===== config.mk =====
export PLATFORM = sky130hd
export DESIGN_NAME = sdf_top
export DESIGN_NICKNAME = d
export VERILOG_FILES = /design/src/common/sdf_pkg.sv /design/src/hw/sdf_top.sv
export SDC_FILE = /design/constraint.sdc
export NUM_CORES = 1
export LEC_CHECK = 0
export ABC_AREA = 1
export BUFFER_PORTS_ARGS = -buffer_cell sky130_fd_sc_hd__buf_2
export CELL_PAD_IN_SITES_DETAIL_PLACEMENT = 1
export CELL_PAD_IN_SITES_GLOBAL_PLACEMENT = 2
export CORE_ASPECT_RATIO = 1.2
export CORE_MARGIN = 3
export CORE_UTILIZATION = 35
export CTS_CLUSTER_SIZE = 8
export DETAILED_ROUTE_END_ITERATION = 8
export GPL_TIMING_DRIVEN = 0
export PLACE_DENSITY_LB_ADDON = 0.1
export SETUP_SLACK_MARGIN = 0.2
export SLEW_MARGIN = 20
export SYNTH_ARGS = -nofsm -noshare
export SYNTH_HDL_FRONTEND = slang
export SYNTH_SLANG_ARGS = --single-unit

===== constraint.sdc =====
create_clock -name MCLK -period 3.7 [get_ports MCLK]
set_clock_uncertainty 0.15 [all_clocks]
set_input_delay 0.74 -clock MCLK [delete_from_list [all_inputs] [get_ports MCLK]]
set_output_delay 0.74 -clock MCLK [all_outputs]
set_load 0.01 [all_outputs]

===== src/common/sdf_pkg.sv =====
// Package: constants for the stepper drive fault latch block
// Summary of operation
// - Drive type minus two selects bipolar stepper
// - Two-bit code picks 0.5/1/2/3 A per phase
// - Hold setting zero gives full hold current
// - Hold setting one gives quarter hold current
// - Over-current and under-voltage reported as faults
// - Fault triggers jump to handler when present
// - Fault report is an eight-bit bitmask
// - Report shows latch per bank A-D, E-H
// - Short circuit: over-current, disable, latch
// - Under-voltage latches, clear refused while low
// - Halt with cutoff jumper disables, latches fault
// - All idle, nothing latched: report is live
// - Bank latches only with a holding axis
// - Eight analog inputs, twelve bits, plus/minus ten volts
// - Analog read returns selected input value
package sdf_pkg;
  localparam int AXES = 8;
  localparam int ADC_BITS = 12;
  localparam int ADDR_W = 4;
  // Register offsets
  localparam logic [3:0] OFF_DRIVE_TYPE = 4'h0;
  localparam logic [3:0] OFF_CURRENT = 4'h1;
  localparam logic [3:0] OFF_HOLD = 4'h2;
  localparam logic [3:0] OFF_STATE = 4'h3;
  localparam logic [3:0] OFF_FAULT = 4'h4;
  localparam logic [3:0] OFF_CLEAR = 4'h5;
  localparam logic [3:0] OFF_IRQ_STAT = 4'h6;
  localparam logic [3:0] OFF_IRQ_MASK = 4'h7;
  localparam logic [3:0] OFF_ADC_SEL = 4'h8;
  localparam logic [3:0] OFF_ADC_VAL = 4'h9;
  localparam logic [3:0] OFF_HANDLER = 4'hA;
  // Drive type code for bipolar stepper (minus two, 4-bit two's complement)
  localparam logic [3:0] DRIVE_BIPOLAR = 4'hE;
  localparam logic [3:0] DRIVE_TYPE_RST = 4'h1;
  localparam logic [1:0] CURRENT_RST = 2'h0;
  localparam logic [7:0] CLEAR_ARG = 8'h01;
  // Fault report bit positions
  localparam int FB_OC_AD = 0;
  localparam int FB_UV_AD = 1;
  localparam int FB_CUT_AD = 2;
  localparam int FB_OC_EH = 3;
  localparam int FB_UV_EH = 4;
  localparam int FB_CUT_EH = 5;
  localparam int FB_LATCH_AD = 6;
  localparam int FB_LATCH_EH = 7;
  // Interrupt status bits
  localparam int IB_FAULT_AD = 0;
  localparam int IB_FAULT_EH = 1;
  localparam int IB_HANDLER = 2;
  localparam int IB_CLEARED = 3;
  localparam int IRQ_W = 4;
  // Axis state codes
  localparam logic [1:0] ST_IDLE = 2'h0;
  localparam logic [1:0] ST_HOLD = 2'h1;
  localparam logic [1:0] ST_MOVE = 2'h2;
  // Hold current percentages
  localparam logic [6:0] HOLD_FULL_PCT = 7'h64;
  localparam logic [6:0] HOLD_LOW_PCT = 7'h19;
endpackage


===== src/hw/sdf_top.sv =====
// Module: stepper drive configuration, fault latching and analog readout
`timescale 1ns/10ps
`default_nettype none
module sdf_top #(
  parameter int AXES = 8
) (
  input wire logic MCLK,
  input wire logic RST_N,
  input wire logic [3:0] ADDR,
  input wire logic [31:0] WDATA,
  input wire logic WR,
  input wire logic RD,
  output logic [31:0] RDATA,
  input wire logic [1:0] OVERCURRENT_IN,
  input wire logic [1:0] UNDERVOLT_IN,
  input wire logic HALT_IN,
  input wire logic CUTOFF_JUMPER_IN,
  input wire logic HANDLER_PRESENT,
  input wire logic [95:0] ADC_DATA_IN,
  output logic [7:0] STEPPER_MODE,
  output logic [15:0] PHASE_CURRENT,
  output logic [55:0] HOLD_PERCENT,
  output logic [7:0] POWER_ENABLE,
  output logic HANDLER_JUMP,
  output logic IRQ
);
  localparam int HALF = AXES / 2;
  // Pin synchronisers: first stage read only by the second
  logic [5:0] sync1_reg;
  logic [5:0] sync2_reg;
  logic [95:0] adc1_reg;
  logic [95:0] adc2_reg;
  always_ff @(posedge MCLK or negedge RST_N) begin
    if (!RST_N) begin
      sync1_reg <= 6'h00;
      sync2_reg <= 6'h00;
      adc1_reg <= 96'h0;
      adc2_reg <= 96'h0;
    end else begin
      sync1_reg <= {CUTOFF_JUMPER_IN, HALT_IN, UNDERVOLT_IN, OVERCURRENT_IN};
      sync2_reg <= sync1_reg;
      adc1_reg <= ADC_DATA_IN;
      adc2_reg <= adc1_reg;
    end
  end
  logic [1:0] oc_s;
  logic [1:0] uv_s;
  logic cut_s;
  assign oc_s = sync2_reg[1:0];
  assign uv_s = sync2_reg[3:2];
  assign cut_s = sync2_reg[4] & sync2_reg[5];

  // Configuration registers
  logic [3:0] drive_type_reg [AXES];
  logic [1:0] current_reg [AXES];
  logic [AXES-1:0] hold_low_reg;
  logic [1:0] state_reg [AXES];
  localparam int IRQ_W_L = sdf_pkg::IRQ_W;
  logic [IRQ_W_L-1:0] irq_mask_reg;
  logic [2:0] adc_sel_reg;
  logic clear_req;
  assign clear_req = WR && (ADDR == sdf_pkg::OFF_CLEAR) &&
                     (WDATA[7:0] == sdf_pkg::CLEAR_ARG);

  always_ff @(posedge MCLK or negedge RST_N) begin
    if (!RST_N) begin
      for (int i = 0; i < AXES; i++) begin
        drive_type_reg[i] <= sdf_pkg::DRIVE_TYPE_RST;
        current_reg[i] <= sdf_pkg::CURRENT_RST;
        state_reg[i] <= sdf_pkg::ST_IDLE;
      end
      hold_low_reg <= '0;
      irq_mask_reg <= '0;
      adc_sel_reg <= 3'h0;
    end else if (WR) begin
      unique case (ADDR)
        sdf_pkg::OFF_DRIVE_TYPE: begin
          for (int i = 0; i < AXES; i++) begin
            drive_type_reg[i] <= WDATA[4*i +: 4];
          end
        end
        sdf_pkg::OFF_CURRENT: begin
          // Only idle axes accept a new current code; others keep theirs
          for (int i = 0; i < AXES; i++) begin
            if (state_reg[i] == sdf_pkg::ST_IDLE) begin
              current_reg[i] <= WDATA[2*i +: 2];
            end
          end
        end
        sdf_pkg::OFF_HOLD: hold_low_reg <= WDATA[AXES-1:0];
        sdf_pkg::OFF_STATE: begin
          for (int i = 0; i < AXES; i++) begin
            state_reg[i] <= WDATA[2*i +: 2];
          end
        end
        sdf_pkg::OFF_IRQ_MASK: irq_mask_reg <= WDATA[IRQ_W_L-1:0];
        sdf_pkg::OFF_ADC_SEL: adc_sel_reg <= WDATA[2:0];
        default: ;
      endcase
    end
  end

  // Bank state
  logic [1:0] bank_hold;
  logic all_idle;
  always_comb begin
    bank_hold = 2'b00;
    all_idle = 1'b1;
    for (int i = 0; i < AXES; i++) begin
      if (state_reg[i] == sdf_pkg::ST_HOLD) begin
        bank_hold[i / HALF] = 1'b1;
      end
      if (state_reg[i] != sdf_pkg::ST_IDLE) begin
        all_idle = 1'b0;
      end
    end
  end

  // Per-bank latches: {cutoff, undervolt, overcurrent}
  logic [2:0] latch_reg [2];
  logic [1:0] latched;
  logic [2:0] cond [2];
  always_comb begin
    for (int b = 0; b < 2; b++) begin
      cond[b] = {cut_s, uv_s[b], oc_s[b]};
      latched[b] = |latch_reg[b];
    end
  end
  always_ff @(posedge MCLK or negedge RST_N) begin
    if (!RST_N) begin
      latch_reg[0] <= 3'h0;
      latch_reg[1] <= 3'h0;
    end else begin
      for (int b = 0; b < 2; b++) begin
        // Clear first, then a present condition sets again: set wins
        if (clear_req) begin
          // Under-voltage bit survives while supply still low
          latch_reg[b] <= {1'b0, uv_s[b] & latch_reg[b][1], 1'b0};
        end
        if (bank_hold[b]) begin
          latch_reg[b] <= (clear_req ? {1'b0, uv_s[b] & latch_reg[b][1], 1'b0}
                                     : latch_reg[b]) | cond[b];
        end
      end
    end
  end

  // Fault report: live while idle and unlatched, latched otherwise
  logic [7:0] fault_report;
  logic [2:0] shown [2];
  always_comb begin
    for (int b = 0; b < 2; b++) begin
      shown[b] = (all_idle && !latched[0] && !latched[1]) ? cond[b]
                                                         : latch_reg[b];
    end
    fault_report = {latched[1], latched[0], shown[1], shown[0]};
  end

  // Fault events and handler jump
  logic [1:0] latched_d_reg;
  logic [IRQ_W_L-1:0] irq_stat_reg;
  logic [IRQ_W_L-1:0] irq_event;
  logic rd_stat;
  logic new_fault;
  assign new_fault = |(latched & ~latched_d_reg);
  assign rd_stat = RD && (ADDR == sdf_pkg::OFF_IRQ_STAT);
  always_comb begin
    irq_event = '0;
    irq_event[sdf_pkg::IB_FAULT_AD] = latched[0] & ~latched_d_reg[0];
    irq_event[sdf_pkg::IB_FAULT_EH] = latched[1] & ~latched_d_reg[1];
    irq_event[sdf_pkg::IB_HANDLER] = new_fault & HANDLER_PRESENT;
    irq_event[sdf_pkg::IB_CLEARED] = clear_req;
  end
  always_ff @(posedge MCLK or negedge RST_N) begin
    if (!RST_N) begin
      latched_d_reg <= 2'b00;
      HANDLER_JUMP <= 1'b0;
      irq_stat_reg <= '0;
      IRQ <= 1'b0;
    end else begin
      latched_d_reg <= latched;
      HANDLER_JUMP <= new_fault & HANDLER_PRESENT;
      // Read clears, but an event in the same cycle survives
      irq_stat_reg <= (rd_stat ? '0 : irq_stat_reg) | irq_event;
      IRQ <= |(irq_stat_reg & irq_mask_reg);
    end
  end

  // Drive outputs
  always_ff @(posedge MCLK or negedge RST_N) begin
    if (!RST_N) begin
      STEPPER_MODE <= 8'h00;
      PHASE_CURRENT <= 16'h0000;
      HOLD_PERCENT <= 56'h0;
      POWER_ENABLE <= 8'h00;
    end else begin
      for (int i = 0; i < AXES; i++) begin
        STEPPER_MODE[i] <= (drive_type_reg[i] == sdf_pkg::DRIVE_BIPOLAR);
        PHASE_CURRENT[2*i +: 2] <= current_reg[i];
        HOLD_PERCENT[7*i +: 7] <= hold_low_reg[i] ? sdf_pkg::HOLD_LOW_PCT
                                                  : sdf_pkg::HOLD_FULL_PCT;
        // Any latched fault of the bank, or the cutoff, drops the stage
        POWER_ENABLE[i] <= (state_reg[i] != sdf_pkg::ST_IDLE) &&
                           !latched[i / HALF] && !cut_s;
      end
    end
  end

  // Read port: data one cycle after the strobe
  logic [31:0] rd_mux;
  localparam int ADC_BITS_L = sdf_pkg::ADC_BITS;
  logic [11:0] adc_word;
  assign adc_word = adc2_reg[ADC_BITS_L*adc_sel_reg +: 12];
  always_comb begin
    rd_mux = 32'h0;
    unique case (ADDR)
      sdf_pkg::OFF_DRIVE_TYPE: begin
        for (int i = 0; i < AXES; i++) rd_mux[4*i +: 4] = drive_type_reg[i];
      end
      sdf_pkg::OFF_CURRENT: begin
        for (int i = 0; i < AXES; i++) rd_mux[2*i +: 2] = current_reg[i];
      end
      sdf_pkg::OFF_HOLD: rd_mux[7:0] = hold_low_reg;
      sdf_pkg::OFF_STATE: begin
        for (int i = 0; i < AXES; i++) rd_mux[2*i +: 2] = state_reg[i];
      end
      sdf_pkg::OFF_FAULT: rd_mux[7:0] = fault_report;
      sdf_pkg::OFF_IRQ_STAT: rd_mux[3:0] = irq_stat_reg;
      sdf_pkg::OFF_IRQ_MASK: rd_mux[3:0] = irq_mask_reg;
      sdf_pkg::OFF_ADC_SEL: rd_mux[2:0] = adc_sel_reg;
      sdf_pkg::OFF_ADC_VAL: rd_mux[11:0] = adc_word;
      sdf_pkg::OFF_HANDLER: rd_mux[0] = HANDLER_PRESENT;
      default: rd_mux = 32'h0;
    endcase
  end
  always_ff @(posedge MCLK or negedge RST_N) begin
    if (!RST_N) begin
      RDATA <= 32'h0;
    end else begin
      RDATA <= RD ? rd_mux : 32'h0;
    end
  end
endmodule // sdf_top
`default_nettype wire


==> impl_metrics.py, run 1 <==
metrics = {
    "outcome": {
        "status": "finished clean",
    },
    "synthesis": {
        "yosysWarnings": 0,
        "synth_cell_types": 31,
        "ys_seq_area_frac": 0.718,
        "synth.avg_cell_area_um2": 11.2,
        "netlist_area_um2": 13200,
        "syn_inst": 1179,
        "yosys_register_bits": 377,
    },
    "global_route": {
        "grt_overflow": 0,
        "grt_usage": 0.178,
        "grt_pass1_wl_um": 54600,
        "grt_start_max_net_pins": 105,
        "grt_pass1_vias": 9861,
        "antenna_found_initial": 3,
    },
    "power": {
        "swShare": 0.264,
        "p_int_mw": 7.74,
        "pwr-share-clk": 0.409,
        "p_leak_nw": 8.45,
        "power_density_nw_per_um2": 632,
        "power.switching_mw": 2.77,
        "pwr-share-seq": 0.460,
        "p_comb_frac": 0.131,
        "irDropWorstVdd_uv": 517,
    },
    "sta": {
        "worst_pin_slew_ns": 0.857,
        "min_period_ns": 2.11,
        "hold_slack_ns": 0.00920,
        "setup_tns_ns": 0,
        "slew_headroom": 0.424,
        "max_freq_mhz": 475,
        "rsz0062_at_grt": "false",
        "finalSetupViolCount": 0,
        "period_share": 0.570,
        "finalHoldViolations": 0,
        "maxSlewViolCount": 0,
        "worst_slack_ns": 1.59,
    },
    "cells_and_area": {
        "layout_common_cells": "dfrtp_1, buf_2, nand2_1",
        "final_cell_area_um2": 16600,
        "drive_gt1_frac": 0.268,
        "multi_input_area_um2": 2800,
        "nNetsFinal": 1642,
        "layout_commonest_cell": "dfrtp_1",
        "area_growth_pct": 26.3,
        "nFillCells": 4177,
        "seqCellArea_um2": 9440,
        "post_layout_nonfiller_instances": 1995,
    },
    "routing": {
        "ant_nets": 0,
        "via_per_inst": 4.54,
        "detail_route.wirelength_um": 35100,
        "drc": 0,
        "num_vias": 9058,
        "drtIter0Drc": 441,
        "drtPass1Iterations": 4,
        "wl_per_cell_um": 17.6,
    },
    "critical_path": {
        "slowest_stage": "dfrtp_1",
        "worstPathRequired_ns": 2.81,
        "critPathMaxStageDelay_ns": 0.39,
        "path_max_fanout": 3,
        "crit_path_cell_trace": "buf_4, buf_2",
        "crit_path_start_kind": "flop",
        "critPathCaptureType": "output port",
        "critical_path_class": "flop to output port",
        "crit_family": "flip-flops",
        "worstPathArrival_ns": 1.22,
        "crit_buf_inv": 2,
    },
    "floorplan": {
        "dieHeight_um": 218,
        "start_util": 0.356,
        "core_area_um2": 37000,
        "die_w_um": 183,
        "io_pins": 265,
        "num_rows": 77,
        "dieArea_um2": 40000,
    },
    "placed_design": {
        "portBuffers": 255,
        "dp_cells": 1918,
        "gp_congestion": 0.818,
        "place_hpwl_um": 25100,
        "dp_slack_ns": 1.05,
        "placed_cell_area_um2": 15100,
    },
    "cts": {
        "clk_latency_ns": 0.57,
        "cts_setup_buffers": 0,
        "cts_root_buffer": "clkbuf_16",
        "cts.sinks": 377,
        "cts_tree": "yes",
        "cts_resized": 0,
        "clkTransAtPathRegs_ns": 0.05,
        "ctsHoldBuffers": 0,
        "cts_buffer_depth": 3,
        "cts_buffers": 53,
        "htreeDepth": 2,
    },
    "job": {
        "maxCapViolCount": 0,
    },
    "worst_hold_path": {
        "hp-class": "input port to async pin",
    },
}
[worst paths after layout]
kind | slack [ns] | cells after the start | to | from
min | 0.009 | 1 | HOLD_PERCENT[20]$_DFF_PN0_ | RST_N
max | 1.59 | 2 | HOLD_PERCENT[6] | HOLD_PERCENT[6]$_DFF_PN0_
min reg2reg | 0.19 | 0 | adc2_reg[23]$_DFF_PN0_ | adc1_reg[23]$_DFF_PN0_
max in group asynchronous | 2.01 | 3 | adc1_reg[90]$_DFF_PN0_ | RST_N
min in group MCLK | 0.13 | 1 | adc1_reg[75]$_DFF_PN0_ | ADC_DATA_IN[75]
max reg2reg | 1.70 | 7 | RDATA[2]$_DFF_PN0_ | state_reg[13]$_DFFE_PN0P_
[power groups by stage]
stage	Clock, mW	Combinational (mW)	Sequential [mW]
6_report	4.30	1.37	4.83
5_1_grt	4.65	1.56	4.89
4_1_cts	4.45	1.42	4.84
3_5_place_dp	0	1.41	4.90
3_3_place_gp	0	1.37	4.89
2_1_floorplan	0	0.712	4.90
[per-stage QoR]
stage,util,power [mW]
floorplan,-,5.61
global placement,0.407,6.27
detailed placement,0.409,6.31
CTS,0.449,10.7
global route,0.449,11.1
finish,0.449,10.5
[cell families (layout without fill, tap and decap cells)]
| logic type | after synthesis | count (layout) | synth area share |
|---|---|---|---|
| flops | 377 | 377 | 0.718 |
| compound gates | 155 | 155 | 0.0631 |
| other cells | 1 | 9 | 0.000285 |
| simple gates | 449 | 449 | 0.148 |
| buf+inv | 197 | 531 | 0.0713 |
[layer usage]
layer  GRT usage  wire [um]  share of wire  vias to the layer above
li1            -          -              -                     4317
met1       0.214      14300           0.41                     4444
met2       0.319      18000           0.51                      225
met3      0.0383       1950          0.056                       68
met4      0.0554        842          0.024                        4
met5           0         27        0.00077                        -
[Yosys cell counts, drive strengths merged]
cell type / number / share of area
a21oi: 42 / 0.016
buf: 66 / 0.034
clkbuf: 8 / 0.0023
conb: 1 / 0.00028
dfrtp: 369 / 0.70
dfstp: 8 / 0.016
inv: 123 / 0.035
nand2: 225 / 0.067
nand3: 58 / 0.022
nand4: 9 / 0.0043
nor2: 136 / 0.040
nor3: 9 / 0.0085
nor3b: 3 / 0.0017
nor4: 6 / 0.0029
o211ai: 13 / 0.0074
o21ai: 88 / 0.033
o221ai: 3 / 0.0020
o22ai: 9 / 0.0043
or2: 3 / 0.0014
[final cells by class]
| class | instances | area share |
|---|---|---|
| flip-flops and latches | 377 | 0.568 |
| multi-input cells | 612 | 0.169 |
| clock buffers | 73 | 0.0856 |
| repair buffers | 258 | 0.0824 |
| well taps | 474 | 0.0357 |
| plain buffers | 74 | 0.0287 |
| inverters | 123 | 0.0278 |
| clock inverters | 3 | 0.00271 |
| diodes | 1 | 0.000151 |
(Power assumes the default switching activity.)
==> inputs of run 2 (changes only) <==
Clock period 3.7 ns to 2.2 ns, I/O delays scaled along.
==> impl_metrics.py, run 2 (same netlist as run 1, synthesis figures left out) <==
metrics = {
    "critical_path": {
        "critical_path_class": "flop to flop",
        "crit_path_cell_trace": "inv_1, nand3_1, nand2_1, o21ai_0, nor3b_1, a21oi_1",
        "crit_path_start_kind": "flop",
        "r2r_cells": 6,
        "slowest_stage": "nor3b_1",
        "worstPathRequired_ns": 2.47,
        "critPathCaptureType": "flop",
        "r2r_slack_ns": 0.26,
        "path_max_fanout": 4,
        "critPathMaxStageDelay_ns": 0.57,
        "worstPathArrival_ns": 2.21,
    },
    "sta": {
        "finalSetupViolCount": 0,
        "max_freq_mhz": 516,
        "min_period_ns": 1.94,
        "period_share": 0.881,
        "setup_tns_ns": 0,
        "finalHoldViolations": 80,
        "slew_headroom": 0.431,
        "rsz0062_at_grt": "true",
        "maxSlewViolCount": 0,
        "worst_slack_ns": 0.263,
        "worst_pin_slew_ns": 0.846,
        "hold_slack_ns": -0.289,
    },
    "cells_and_area": {
        "drive_gt1_frac": 0.255,
        "nNetsFinal": 1768,
        "layout_commonest_cell": "dfrtp_1",
        "layout_common_cells": "dfrtp_1, buf_2, nand2_1",
        "area_growth_pct": 36.3,
        "diodes": 0,
        "fin_util": 0.485,
    },
    "routing": {
        "num_vias": 9632,
        "ant_nets": 0,
        "detail_route.wirelength_um": 37500,
        "via_per_inst": 4.54,
        "drtPass1Iterations": 4,
        "drtIter0Drc": 452,
        "drc": 0,
        "wl_per_cell_um": 17.7,
    },
    "floorplan": {
        "io_pins": 265,
        "dieHeight_um": 218,
        "core_area_um2": 37000,
        "die_w_um": 183,
        "start_util": 0.356,
        "num_rows": 77,
        "dieArea_um2": 40000,
    },
    "global_route": {
        "grt_pass1_vias": 10700,
        "grt_pass1_wl_um": 59200,
        "grt_usage": 0.192,
        "antenna_found_initial": 1,
        "grt_start_max_net_pins": 105,
        "grt_overflow": 0,
    },
    "job": {
        "maxCapViolCount": 0,
    },
    "cts": {
        "cts_buffer_depth": 3,
        "clk_latency_ns": 0.57,
        "clkTransAtPathRegs_ns": 0.05,
        "htreeDepth": 2,
        "cts_root_buffer": "clkbuf_16",
        "cts_tree": "yes",
        "cts_setup_buffers": 0,
        "cts.sinks": 377,
        "cts_buffers": 53,
        "ctsHoldBuffers": 126,
    },
    "power": {
        "irDropWorstVdd_uv": 887,
        "finalPower_mw": 17.9,
        "power_density_nw_per_um2": 1000,
        "p_leak_nw": 9.00,
    },
    "placed_design": {
        "dp_slack_ns": -0.148,
        "gp_congestion": 0.818,
        "portBuffers": 255,
        "place_hpwl_um": 25100,
    },
    "worst_hold_path": {
        "hp-class": "input port to async pin",
    },
    "outcome": {
        "status": "complete, but fails checks",
        "violations": "negative hold slack",
    },
}
==> run 2: cell types whose count changed in the layout (fill, tap and decap cells not counted), sizes merged <==
cell and delta:
dlygate4sd3 +126, diode -1, buf -3, clkbuf +3
==> run 2: final cells by class <==
type | count | area [um2]
timing repair buffer | 384 | 2630
fill | 4099 | 19100
inverter | 123 | 462
clock buffer | 73 | 1420
tap | 474 | 593
clock inverter | 3 | 45.0
sequential | 377 | 9440
multi-input combinational | 612 | 2840
buffer | 74 | 497
==> run 2: routing by layer <==
| metal | track usage | vias up | wire, um |
|---|---|---|---|
| met3 | 0.0351 | 81 | 1840 |
| li1 | - | 4568 | - |
| met4 | 0.0617 | 2 | 1040 |
| met1 | 0.227 | 4738 | 15100 |
| met5 | 0 | - | 7 |
| met2 | 0.352 | 243 | 19500 |
==> run 2: timing repair <==
action | 4_1_cts | 5_1_grt
endpoints found under the hold margin | 208 | 80
pin swaps | 0 | 2
gates resized for setup | 7 | 15
endpoints found under the setup margin | 5 | 9
==> run 2: report_power, final <==
part / switching (mW) / leakage, nW / total, mW / internal, mW
registers: 0.431 / 4.50 / 8.13 / 7.70
logic: 1.47 / 3.79 / 2.54 / 1.06
clock network: 2.85 / 0.709 / 7.27 / 4.42
total: 4.76 / 9.00 / 17.9 / 13.2
==> run 2: worst paths after layout <==
path,startpoint,end
worst max-delay path,latch_reg[3]$_DFF_PN0_,RDATA[6]$_DFF_PN0_
worst min-delay path,RST_N,HOLD_PERCENT[20]$_DFF_PN0_
worst max register to register,latch_reg[3]$_DFF_PN0_,RDATA[6]$_DFF_PN0_
worst min register to register,adc1_reg[66]$_DFF_PN0_,adc2_reg[66]$_DFF_PN0_
max in group asynchronous,RST_N,adc1_reg[90]$_DFF_PN0_
min in group MCLK,WDATA[17],drive_type_reg[13]$_DFFE_PN0P_
==> run 2: through the flow <==
step | instances | instance area [um2]
6_report | 2120 | 17900
5_1_grt | 2120 | 17900
4_1_cts | 2120 | 17900
3_5_place_dp | 1918 | 15100
3_3_place_gp | 1915 | 15100
2_1_floorplan | 1186 | 13200
==> run 2: worst max-delay path, delay by kind of cell, from the launching register on <==
kind	cells	cell delay [ns]
buffers and inverters	1	0.09
DFF	1	0.36
and+or+nand+nor	3	0.94
AOI/OAI and AO/OA	2	0.24
